$ cat src/hdl/ebpp_pkg.sv
// Constants, register map and reset values of the external bus port pair.
// Assumes an APB slave with 32-bit data and word-aligned registers.
// How it works
// - High address port has six I/O pins.
// - Address/data port has sixteen I/O pins.
// - Direction set per bit in both ports.
// - High pins output address bits sixteen upward.
// - Sixteen pins carry multiplexed address/data bus.
// - Output pin level follows its latch bit.
// - Latch readable and writable as halfword.
// - Upper and lower latch bytes separately addressable.
// - Every pin has software switchable pull-up.
// - Byte views accept byte access; bit access goes through the bit operation register.
// - Address/data directions reset to all inputs.
package ebpp_pkg;
  localparam int EBPP_HI_W = 6;
  localparam int EBPP_AD_W = 16;
  // ****************************************************************
  // Register byte offsets
  // ****************************************************************
  localparam logic [11:0] EBPP_OFF_AD_LATCH = 12'h000;
  localparam logic [11:0] EBPP_OFF_AD_LATCH_LO = 12'h004;
  localparam logic [11:0] EBPP_OFF_AD_LATCH_HI = 12'h008;
  localparam logic [11:0] EBPP_OFF_AD_DIR = 12'h00C;
  localparam logic [11:0] EBPP_OFF_AD_FSEL = 12'h010;
  localparam logic [11:0] EBPP_OFF_AD_PULL = 12'h014;
  localparam logic [11:0] EBPP_OFF_AD_PIN = 12'h018;
  localparam logic [11:0] EBPP_OFF_HI_LATCH = 12'h020;
  localparam logic [11:0] EBPP_OFF_HI_DIR = 12'h024;
  localparam logic [11:0] EBPP_OFF_HI_FSEL = 12'h028;
  localparam logic [11:0] EBPP_OFF_HI_PULL = 12'h02C;
  localparam logic [11:0] EBPP_OFF_HI_PIN = 12'h030;
  localparam logic [11:0] EBPP_OFF_AD_BITOP = 12'h034;
  // ****************************************************************
  // Reset values
  // ****************************************************************
  localparam logic [15:0] EBPP_RST_AD_LATCH = 16'h0000;
  localparam logic [15:0] EBPP_RST_AD_DIR = 16'hFFFF;
  localparam logic [15:0] EBPP_RST_AD_FSEL = 16'h0000;
  localparam logic [15:0] EBPP_RST_AD_PULL = 16'h0000;
  localparam logic [5:0] EBPP_RST_HI_LATCH = 6'h00;
  localparam logic [5:0] EBPP_RST_HI_DIR = 6'h3F;
  localparam logic [5:0] EBPP_RST_HI_FSEL = 6'h00;
  localparam logic [5:0] EBPP_RST_HI_PULL = 6'h00;
  // Bit operation register layout: [3:0] bit index, [4] target, [6:5] op.
  localparam int EBPP_BIT_IDX_LSB = 0;
  localparam int EBPP_BIT_TGT_POS = 4;
  localparam int EBPP_BIT_OP_LSB = 5;
  localparam logic [1:0] EBPP_OP_CLR = 2'h0;
  localparam logic [1:0] EBPP_OP_SET = 2'h1;
  localparam logic [1:0] EBPP_OP_NOT = 2'h2;
endpackage

$ cat src/hdl/ebpp_pin_if.sv
// Pin bundle between the port core and its pad cell module.
// Assumes one clock domain; all signals are plain levels.
`timescale 1ns/1ps
`default_nettype none
interface ebpp_pin_if #(parameter int W = 16);
  logic [W-1:0] latch;
  logic [W-1:0] dir_in;
  logic [W-1:0] fsel;
  logic [W-1:0] pull;
  logic [W-1:0] alt_out;
  logic [W-1:0] alt_oe_n;
  logic [W-1:0] pin_in;
  logic [W-1:0] pin_out;
  logic [W-1:0] pin_oe_n;
  logic [W-1:0] pull_en;
  logic [W-1:0] level;
  modport core (output latch, dir_in, fsel, pull, alt_out, alt_oe_n, pin_in,
    input pin_out, pin_oe_n, pull_en, level);
  modport pad (input latch, dir_in, fsel, pull, alt_out, alt_oe_n, pin_in,
    output pin_out, pin_oe_n, pull_en, level);
endinterface
`default_nettype wire

$ cat src/hdl/ebpp_pad_mux.sv
// Per-pin output mux between port latch and bus controller.
// Assumes the pad resolves the wire from out, oe_n and pull enable.
`timescale 1ns/1ps
`default_nettype none
module ebpp_pad_mux #(parameter int W = 16)
(
  ebpp_pin_if.pad p
);
  genvar i;
  generate
    for (i = 0; i < W; i++)
    begin : g_pin
      // Alternate function overrides latch and direction.
      assign p.pin_out[i] = p.fsel[i] ? p.alt_out[i] : p.latch[i];
      assign p.pin_oe_n[i] = p.fsel[i] ? p.alt_oe_n[i] : p.dir_in[i];
      // Pull-up is only useful while the pin is not driven.
      assign p.pull_en[i] = p.pull[i] & p.pin_oe_n[i];
      assign p.level[i] = p.pin_in[i];
    end
  endgenerate
endmodule
`default_nettype wire

$ cat src/hdl/ebpp_top.sv
// Top of the external bus port pair: APB registers and pin control.
// Assumes APB3 master on pclk; pads resolve pins from out and oe_n.
`timescale 1ns/1ps
`default_nettype none
module ebpp_top
  import ebpp_pkg::*;
(
  input wire logic pclk,
  input wire logic presetn,
  input wire logic psel,
  input wire logic penable,
  input wire logic pwrite,
  input wire logic [11:0] paddr,
  input wire logic [31:0] pwdata,
  output logic [31:0] prdata,
  output logic pready,
  output logic pslverr,
  input wire logic [5:0] ext_addr_hi,
  input wire logic [15:0] muxed_bus_out,
  input wire logic muxed_bus_oe_n,
  output logic [15:0] muxed_bus_in,
  input wire logic [5:0] hi_pin_in,
  output logic [5:0] hi_pin_out,
  output logic [5:0] hi_pin_oe_n,
  output logic [5:0] hi_pin_pull_en,
  input wire logic [15:0] ad_pin_in,
  output logic [15:0] ad_pin_out,
  output logic [15:0] ad_pin_oe_n,
  output logic [15:0] ad_pin_pull_en
);
  // ****************************************************************
  // Registers
  // ****************************************************************
  logic [15:0] addr_data_port_latch_r;
  logic [15:0] addr_data_direction_reg_r;
  logic [15:0] addr_data_function_select_reg_r;
  logic [15:0] ad_pullup_select_r;
  logic [5:0] high_addr_port_latch_r;
  logic [5:0] high_addr_direction_reg_r;
  logic [5:0] high_addr_function_select_reg_r;
  logic [5:0] high_addr_pullup_select_r;
  logic [31:0] prdata_r;
  logic wr_en;
  logic rd_en;
  logic addr_ok;
  logic [15:0] ad_level;
  logic [5:0] hi_level;
  logic [15:0] bit_mask;
  logic [1:0] bit_op;
  logic bit_tgt;

  function automatic logic [15:0] ebpp_bitop(input logic [15:0] v, input logic [15:0] m,
    input logic [1:0] op);
    logic [15:0] r;
    r = v;
    unique case (op)
      EBPP_OP_CLR: r = v & ~m;
      EBPP_OP_SET: r = v | m;
      EBPP_OP_NOT: r = v ^ m;
      default: r = v;
    endcase
    return r;
  endfunction

  function automatic logic ebpp_mapped(input logic [11:0] a);
    return a == EBPP_OFF_AD_LATCH || a == EBPP_OFF_AD_LATCH_LO || a == EBPP_OFF_AD_LATCH_HI ||
      a == EBPP_OFF_AD_DIR || a == EBPP_OFF_AD_FSEL || a == EBPP_OFF_AD_PULL ||
      a == EBPP_OFF_AD_PIN || a == EBPP_OFF_HI_LATCH || a == EBPP_OFF_HI_DIR ||
      a == EBPP_OFF_HI_FSEL || a == EBPP_OFF_HI_PULL || a == EBPP_OFF_HI_PIN ||
      a == EBPP_OFF_AD_BITOP;
  endfunction

  assign addr_ok = ebpp_mapped(paddr);
  // Zero wait states: every access completes in its first access cycle.
  assign pready = 1'b1;
  assign pslverr = psel & penable & ~addr_ok;
  assign wr_en = psel & penable & pwrite & addr_ok;
  assign rd_en = psel & ~penable & ~pwrite;
  assign bit_mask = 16'h0001 << pwdata[EBPP_BIT_IDX_LSB +: 4];
  assign bit_op = pwdata[EBPP_BIT_OP_LSB +: 2];
  assign bit_tgt = pwdata[EBPP_BIT_TGT_POS];
  assign prdata = prdata_r;

  // ****************************************************************
  // Address/data latch with halfword, byte and bit views
  // ****************************************************************
  always_ff @(posedge pclk or negedge presetn)
  begin
    if (!presetn)
      addr_data_port_latch_r <= EBPP_RST_AD_LATCH;
    else if (wr_en && paddr == EBPP_OFF_AD_LATCH)
      addr_data_port_latch_r <= pwdata[15:0];
    else if (wr_en && paddr == EBPP_OFF_AD_LATCH_LO)
      addr_data_port_latch_r[7:0] <= pwdata[7:0];
    else if (wr_en && paddr == EBPP_OFF_AD_LATCH_HI)
      addr_data_port_latch_r[15:8] <= pwdata[7:0];
    else if (wr_en && paddr == EBPP_OFF_AD_BITOP && !bit_tgt)
      addr_data_port_latch_r <= ebpp_bitop(addr_data_port_latch_r, bit_mask, bit_op);
  end

  // Direction register; ones mean input so all pins float after reset.
  always_ff @(posedge pclk or negedge presetn)
  begin
    if (!presetn)
      addr_data_direction_reg_r <= EBPP_RST_AD_DIR;
    else if (wr_en && paddr == EBPP_OFF_AD_DIR)
      addr_data_direction_reg_r <= pwdata[15:0];
    else if (wr_en && paddr == EBPP_OFF_AD_BITOP && bit_tgt)
      addr_data_direction_reg_r <= ebpp_bitop(addr_data_direction_reg_r, bit_mask, bit_op);
  end

  always_ff @(posedge pclk or negedge presetn)
  begin
    if (!presetn)
    begin
      addr_data_function_select_reg_r <= EBPP_RST_AD_FSEL;
      ad_pullup_select_r <= EBPP_RST_AD_PULL;
    end
    else
    begin
      if (wr_en && paddr == EBPP_OFF_AD_FSEL)
        addr_data_function_select_reg_r <= pwdata[15:0];
      if (wr_en && paddr == EBPP_OFF_AD_PULL)
        ad_pullup_select_r <= pwdata[15:0];
    end
  end

  // ****************************************************************
  // High address port registers
  // ****************************************************************
  always_ff @(posedge pclk or negedge presetn)
  begin
    if (!presetn)
    begin
      high_addr_port_latch_r <= EBPP_RST_HI_LATCH;
      high_addr_direction_reg_r <= EBPP_RST_HI_DIR;
      high_addr_function_select_reg_r <= EBPP_RST_HI_FSEL;
      high_addr_pullup_select_r <= EBPP_RST_HI_PULL;
    end
    else
    begin
      if (wr_en && paddr == EBPP_OFF_HI_LATCH)
        high_addr_port_latch_r <= pwdata[5:0];
      if (wr_en && paddr == EBPP_OFF_HI_DIR)
        high_addr_direction_reg_r <= pwdata[5:0];
      if (wr_en && paddr == EBPP_OFF_HI_FSEL)
        high_addr_function_select_reg_r <= pwdata[5:0];
      if (wr_en && paddr == EBPP_OFF_HI_PULL)
        high_addr_pullup_select_r <= pwdata[5:0];
    end
  end

  // ****************************************************************
  // Read path
  // ****************************************************************
  // Read data is captured in the setup cycle so prdata comes from a flop.
  always_ff @(posedge pclk or negedge presetn)
  begin
    if (!presetn)
      prdata_r <= 32'h0000_0000;
    else if (rd_en)
    begin
      prdata_r <= 32'h0000_0000;
      if (paddr == EBPP_OFF_AD_LATCH)
        prdata_r <= {16'h0000, addr_data_port_latch_r};
      else if (paddr == EBPP_OFF_AD_LATCH_LO)
        prdata_r <= {24'h000000, addr_data_port_latch_r[7:0]};
      else if (paddr == EBPP_OFF_AD_LATCH_HI)
        prdata_r <= {24'h000000, addr_data_port_latch_r[15:8]};
      else if (paddr == EBPP_OFF_AD_DIR)
        prdata_r <= {16'h0000, addr_data_direction_reg_r};
      else if (paddr == EBPP_OFF_AD_FSEL)
        prdata_r <= {16'h0000, addr_data_function_select_reg_r};
      else if (paddr == EBPP_OFF_AD_PULL)
        prdata_r <= {16'h0000, ad_pullup_select_r};
      else if (paddr == EBPP_OFF_AD_PIN)
        prdata_r <= {16'h0000, ad_level};
      else if (paddr == EBPP_OFF_HI_LATCH)
        prdata_r <= {26'h0000000, high_addr_port_latch_r};
      else if (paddr == EBPP_OFF_HI_DIR)
        prdata_r <= {26'h0000000, high_addr_direction_reg_r};
      else if (paddr == EBPP_OFF_HI_FSEL)
        prdata_r <= {26'h0000000, high_addr_function_select_reg_r};
      else if (paddr == EBPP_OFF_HI_PULL)
        prdata_r <= {26'h0000000, high_addr_pullup_select_r};
      else if (paddr == EBPP_OFF_HI_PIN)
        prdata_r <= {26'h0000000, hi_level};
    end
  end

  // ****************************************************************
  // Pin muxes
  // ****************************************************************
  ebpp_pin_if #(.W(EBPP_AD_W)) ad_if();
  ebpp_pin_if #(.W(EBPP_HI_W)) hi_if();

  assign ad_if.latch = addr_data_port_latch_r;
  assign ad_if.dir_in = addr_data_direction_reg_r;
  assign ad_if.fsel = addr_data_function_select_reg_r;
  assign ad_if.pull = ad_pullup_select_r;
  assign ad_if.alt_out = muxed_bus_out;
  assign ad_if.alt_oe_n = {EBPP_AD_W{muxed_bus_oe_n}};
  assign ad_if.pin_in = ad_pin_in;

  assign hi_if.latch = high_addr_port_latch_r;
  assign hi_if.dir_in = high_addr_direction_reg_r;
  assign hi_if.fsel = high_addr_function_select_reg_r;
  assign hi_if.pull = high_addr_pullup_select_r;
  // High address lines are output-only in alternate mode.
  assign hi_if.alt_out = ext_addr_hi;
  assign hi_if.alt_oe_n = 6'h00;
  assign hi_if.pin_in = hi_pin_in;

  ebpp_pad_mux #(.W(EBPP_AD_W)) u_ad_mux (.p(ad_if.pad));
  ebpp_pad_mux #(.W(EBPP_HI_W)) u_hi_mux (.p(hi_if.pad));

  assign ad_level = ad_if.level;
  assign hi_level = hi_if.level;
  assign ad_pin_out = ad_if.pin_out;
  assign ad_pin_oe_n = ad_if.pin_oe_n;
  assign ad_pin_pull_en = ad_if.pull_en;
  assign hi_pin_out = hi_if.pin_out;
  assign hi_pin_oe_n = hi_if.pin_oe_n;
  assign hi_pin_pull_en = hi_if.pull_en;
  // Bus controller sees the raw pins in bit order.
  assign muxed_bus_in = ad_pin_in;
endmodule
`default_nettype wire

$ cat config.mk
export PLATFORM = sky130hd
export DESIGN_NAME = ebpp_top
export DESIGN_NICKNAME = d
export VERILOG_FILES = /design/src/hdl/ebpp_pkg.sv /design/src/hdl/ebpp_pin_if.sv /design/src/hdl/ebpp_pad_mux.sv /design/src/hdl/ebpp_top.sv
export SDC_FILE = /design/constraint.sdc
export NUM_CORES = 1
export LEC_CHECK = 0
export BUFFER_PORTS_ARGS = -buffer_cell sky130_fd_sc_hd__buf_4
export CAP_MARGIN = 10
export CORE_UTILIZATION = 45
export DETAILED_ROUTE_END_ITERATION = 10
export MAX_ROUTING_LAYER = met4
export PLACE_DENSITY = 0.68
export SYNTH_ARGS = -nofsm -noshare
export SYNTH_HDL_FRONTEND = slang
export SYNTH_HIERARCHICAL = 1
export SYNTH_SLANG_ARGS = --single-unit
$ cat constraint.sdc
create_clock -name pclk -period 3.83 [get_ports pclk]
set_input_delay 0 -clock pclk [delete_from_list [all_inputs] [get_ports pclk]]
set_output_delay 0 -clock pclk [all_outputs]
set_load 0.005 [all_outputs]
==> results.yml, run 1 <==
run_status:
  status: "completed"
yosys:
  synth_cell_type_count: 73
  ys_seq_area_share_pct: 30.2
  ys_ff_latch: 104
  synth_edf_count: 0
  async_reset_ff_share_pct: 100
  yosysWarningCount: 6
  synth_area_sq_um: 8720
  syn_area_per_cell_sq_um: 9.46
  synth-main-ff-cell: "dfrtp_1"
  netlist_instances: 922
pwr:
  peakVddDrop_uv: 243
  powerDensity_nw_per_um2: 237
  leakage_nw: 4.91
  fin_total_pwr_w: 0.00247
drt:
  wl_met3_microns: 2350
  route.met2.wl_microns: 12600
  firstDrtPassIters: 5
  m1WireLength_microns: 12600
  via_count: 7801
  highest_layer: "met4"
  drt-total-wl_microns: 28200
  drc: 0
  initialDrtViolationCount: 896
  ant_nets: 0
  viasPerCell: 5.93
  drt-wirelength-per-cell_microns: 21.4
critical_path:
  reg2regPathDepth: 6
  startpoint_type: "primary input"
  crit_path_max_fanout: 10
  path_class: "primary input to flop"
  cp-end-kind: "flop"
  crit_start: "pwdata[5]"
  r2r_start: "ad_if.latch[9]"
  endpoint: "ad_if.latch[11]"
  r2r-end: "ad_if.latch[9]"
  cp.required_ps: 4120
  rrSetupSlack_ps: 2010
  arrival_ps: 2820
global_route:
  antenna_found_initial: 0
  grtUsageTotal_pct: 29.0
  first_global_vias: 7308
  grt_max_degree: 65
  grt_pass1_wl_microns: 42800
  grt-ovfl-total: 0
sta:
  fin_crit_ps: 2530
  setup_viol_count_final: 0
  whs_ps: 37.1
  post-route-period-util_pct: 66.2
  rsz0062_at_grt: "false"
  drv_slew: 0
  setup_tns_ps: 0
  finalClockSkew_ps: 9.56
  relSlewSlack_pct: 34.7
  worst_pin_slew_ps: 972
  hold_viol_final: 0
  fmax_mhz: 394
cts:
  post_cts_buffers: 0
  cts_tree: "yes"
  clk_pin_slew_worst_paths_ps: 80
  cts-root-buf: "clkbuf_16"
  clock_latency_ps: 370
  cts_buffer_depth: 2
  hold_buffers: 20
  numCtsBuffers: 9
  cts_resized: 0
  htree_levels: 3
  cts.sinks: 104
floorplanning:
  die_area_sq_um: 19900
  die_w_microns: 141
  start_util_pct: 46.3
  placementRows: 50
  die_y_microns: 141
  ios: 210
  core_sq_um: 18800
hold_path:
  hp-class: "primary input to flop"
finish:
  final_cell_mix: "buf_4 (194), dfrtp_1 (82), mux2_2 (80)"
  diodes: 0
  post-route-util_pct: 55.3
  area_growth_pct: 19.4
  fin_nets: 1212
  drive_gt1_share_pct: 38.0
  final_common_cell: "buf_4"
job:
  max_cap_violations: 0
place:
  hpwl_microns: 20100
  port_buffers: 176
  gp_congestion: 0.967
critical path, stage by stage:
cell and delay (ps):
dlygate4sd3_1 580, buf_4 220, inv_1 90, ha_2 290, o21bai_1 300, nor4_2 100, buf_4 190, o31ai_1 600
clkbuf_2 300, o2bb2ai_1 130
area by class of cell:
type,count,area (sq um)
Tap cell,260,325
Clock buffer,9,225
Clock inverter,7,66.3
Inverter,72,270
Sequential cell,104,2630
Multi-Input combinational cell,649,5240
Timing Repair Buffer,215,1660
Fill cell,1719,8410
synthesized netlist by cell type, drive strengths merged (5+ instances only):
cell	number	share of area, %
nand4	10	0.72
nor3	18	1.0
a31oi	7	0.50
nand3	32	1.8
inv	71	3.1
or4	5	0.47
dfrtp	82	24
o2bb2ai	10	1.0
and2	25	2.4
buf	75	6.0
and3	12	0.86
a221oi	12	1.3
mux2	102	14
nor2	51	2.2
clkbuf	43	1.9
nand2	28	1.3
o221ai	8	0.80
nor4	9	1.3
o22ai	12	0.86
dfstp	22	6.6
or3	5	0.36
a21oi	53	3.0
o221a	16	2.1
a22oi	33	2.8
nor2b	8	0.57
ha	67	9.6
a222oi	9	1.0
a2bb2oi	9	0.90
o21ai	24	1.4
sequential cells by signal, summed over array words and instances, names as in the netlist:
register	cells
hi_if.dir_in	6
ad_if.fsel	16
ad_if.latch	16
ad_if.dir_in	16
hi_if.pull	6
ad_if.pull	16
hi_if.latch	6
prdata	16
hi_if.fsel	6
through the flow:
step	area, sq um	setup WS (ps)	cells
final	10400	1300	1316
after global routing	10400	1200	1316
after CTS	10400	1280	1315
after detailed placement	9920	1030	1279
after global placement	9920	1080	1279
after floorplan	8800	1990	943
per-layer routing:
layer	vias up	track usage, %
met2	401	42.7
met3	41	4.65
met5	-	-
li1	3588	-
met4	0	8.70
met1	3771	40.6
power by group:
part	switching (W)	internal [W]	total (W)
sequential	0.0000119	0.00111	0.00112
combinational	0.000238	0.000165	0.000403
clock	0.000487	0.000455	0.000942
total	0.000736	0.00173	0.00247
cells by family (layout without fill, tap and decap cells):
logic type | after synthesis | after routing | share of synthesized area [%]
and+or+nand+nor | 226 | 226 | 15.3
other | 2 | 23 | 0.0861
AOI/OAI and AO/OA | 228 | 228 | 19.4
buffers and inverters | 190 | 303 | 10.9
DFF | 104 | 104 | 30.2
adders and majority gates | 67 | 67 | 9.61
muxes | 105 | 105 | 14.5
worst min path at each step:
| stage | from | endpoint | cells past startpoint |
|---|---|---|---|
| detailed placement | presetn | hi_if.latch[1] | 1 |
| global route | pwdata[4] | hi_if.dir_in[4] | 2 |
| CTS | ad_pin_in[2] | prdata[2] | 4 |
| floorplan | presetn | ad_if.fsel[0] | 0 |
| global placement | presetn | hi_if.latch[1] | 1 |
| finish | pwdata[4] | hi_if.fsel[4] | 2 |
Power figures use the tool's default switching activity.
==> inputs of run 2 (changes only) <==
Settings changed: ABC_AREA from default to 1, PLACE_DENSITY 0.68 to 0.7.
Clock period 3.83 ns to 2.3 ns, I/O delays scaled along.
==> results.yml, run 2 <==
yosys:
  yosysWarningCount: 6
  synth_area_leader_cell: "dfrtp_1"
  ys_top_cells_by_count: "nand2_1 (344), inv_1 (163), o21ai_0 (89)"
  synth_area_leaders: "dfrtp_1 (23%), nand2_1 (14%), ha_1 (9.3%), inv_1 (6.8%), dfstp_2 (6.4%)"
  post-synth-top-count-cell: "nand2_1"
  synth_area_sq_um: 9060
  async_reset_ff_share_pct: 100
  syn_area_per_cell_sq_um: 6.85
  netlist_instances: 1322
  synth_top_area_share_pct: 22.7
  synth-main-ff-cell: "dfrtp_1"
  synth_edf_count: 0
  ys_ff_latch: 104
  ys_seq_area_share_pct: 29.0
  synth_cell_type_count: 47
finish:
  area_growth_pct: 20.7
  fillers: 1857
  drive_gt1_share_pct: 27.4
  post-route-util_pct: 55.8
  final_common_cell: "nand2_1"
  multi_input_area_sq_um: 5120
  register_area_sq_um: 2630
  final_cell_mix: "nand2_1 (344), buf_4 (217), inv_1 (163)"
  finalNonFillerCells: 1750
  fin_nets: 1640
cts:
  cts_resized: 0
  clock_latency_ps: 360
  cts-root-buf: "clkbuf_16"
  cts.sinks: 104
  clk_pin_slew_worst_paths_ps: 70
  cts_tree: "yes"
  numCtsBuffers: 9
  htree_levels: 3
  cts_buffer_depth: 2
critical_path:
  crit_path_max_fanout: 25
  r2r_start: "ad_if.latch[8]"
  startpoint_type: "primary input"
  cp.required_ps: 2540
  cp_slowest_cell: "inv_1"
  rrSetupSlack_ps: 600
  reg2regPathDepth: 8
  cp-end-kind: "flop"
  r2r-end: "ad_if.latch[8]"
  crit_path_max_incr_delay_ps: 660
  arrival_ps: 2280
  path_class: "primary input to flop"
  worst_path_most_repeated_cell: "buf_4"
  worstPathCellList: "dlygate4sd3_1 -> buf_4 -> ha_1 -> inv_1 -> buf_4 -> o211ai_1 -> o21ai_0 -> nand2_1 -> o22ai_1 -> nor2_1"
sta:
  rsz0062_at_grt: "false"
  setup_viol_count_final: 0
  finalClockSkew_ps: 5.35
  worst_pin_slew_ps: 904
  post-route-period-util_pct: 88.6
  setup_tns_ps: 0
  relSlewSlack_pct: 39.7
  drv_slew: 0
  fin_crit_ps: 2040
  hold_viol_final: 0
  fmax_mhz: 491
hold_path:
  hold_end: "ad_if.latch[6]"
  hold_start: "pwdata[6]"
  whs_path_depth: 3
  hp-class: "primary input to flop"
run_status:
  status: "completed"
job:
  max_cap_violations: 0
drt:
  drc: 0
  viasPerCell: 5.24
  firstDrtPassIters: 5
  drt-total-wl_microns: 29600
  initialDrtViolationCount: 855
  via_count: 9166
  drt-wirelength-per-cell_microns: 16.9
  ant_nets: 0
pwr:
  powerDensity_nw_per_um2: 393
  leakage_nw: 5.48
  peakVddDrop_uv: 328
  fin_total_pwr_w: 0.00430
global_route:
  antenna_found_initial: 1
  grt_max_degree: 53
  first_global_vias: 8393
  grt-ovfl-total: 0
  grtUsageTotal_pct: 30.0
  grt_pass1_wl_microns: 45600
place:
  gp_congestion: 0.940
  post-place-cells: 1721
  port_buffers: 176
  hpwl_microns: 22900
floorplanning:
  start_util_pct: 46.2
  die_w_microns: 144
  core_sq_um: 19600
  die_area_sq_um: 20700
  placementRows: 51
  ios: 210
  die_y_microns: 144
[run 2: cell types whose count changed in the layout (fill, tap and decap cells not counted), moves of 29 or more]
cell     previous run  this run
nand2_1            26       344
inv_1              71       163
mux2_2             80         0
o21ai_0            23        89
nand2_2             2        54
nor2_1             50        84
a22oi_1            33         0
inv_2               0        29
[run 2: repair_timing]
action,in CTS,in global routing
hold endpoints to repair,65,0
setup buffers,0,0
setup endpoints to repair,0,0
hold buffers,12,0
[run 2: layout make-up]
type / instances / share of cell area, %
clock inverter: 4 / 0.698
multi-input combinational: 938 / 46.8
timing repair buffer: 231 / 16.4
clock buffer: 12 / 2.25
antenna: 1 / 0.0229
sequential: 104 / 24.1
tap: 265 / 3.03
inverter: 195 / 6.74
[run 2: worst max-delay path, delay by kind of cell]
kind	cells	cell delay, ps
AO/OA/AOI/OAI	3	290
AND/OR/NAND/NOR	2	130
adder cells (fa/ha/maj)	1	210
buffers and inverters	4	1630
[run 2: per-stage QoR]
step	hold WS [ps]	worst slack [ps]	cell area (sq um)
after global routing	20.6	89.6	10900
final	8.69	263	10900
after detailed placement	103	193	10500
after CTS	6.39	289	10900
after floorplan	-296	523	9140
after global placement	102	204	10500
[run 2: how the worst max path moves through the flow]
stage,startpoint,endpoint,slack (ps)
after floorplan,pwdata[2],ad_if.dir_in[3],520
after global placement,paddr[9],ad_if.latch[10],200
after detailed placement,paddr[8],ad_if.latch[8],190
after CTS,pwdata[5],ad_if.latch[0],290
after global routing,pwdata[5],ad_if.latch[5],90
final,pwdata[5],ad_if.latch[0],260
[run 2: metal layers]
layer / track usage, % / vias up / share of wire [%]
met4: 9.46 / 0 / 2.1
met3: 3.83 / 44 / 8.4
met5: - / - / 0
met1: 39.7 / 4258 / 43
li1: - / 4455 / -
met2: 47.4 / 409 / 46
[run 2: logic make-up (layout without fill, tap and decap cells)]
family | after synthesis | in the layout | synth area share (%)
AOI/OAI and AO/OA | 200 | 200 | 13.0
adders and majority gates | 67 | 67 | 9.26
and+or+nand+nor | 648 | 648 | 33.3
other | 2 | 24 | 0.0829
DFF | 104 | 104 | 29.0
buffers and inverters | 301 | 442 | 15.4
[run 2: power by group]
| group | total, W | internal [W] | switching (W) |
|---|---|---|---|
| logic | 0.000674 | 0.000296 | 0.000377 |
| clock network | 0.00174 | 0.000992 | 0.000747 |
| registers | 0.00188 | 0.00186 | 0.0000226 |
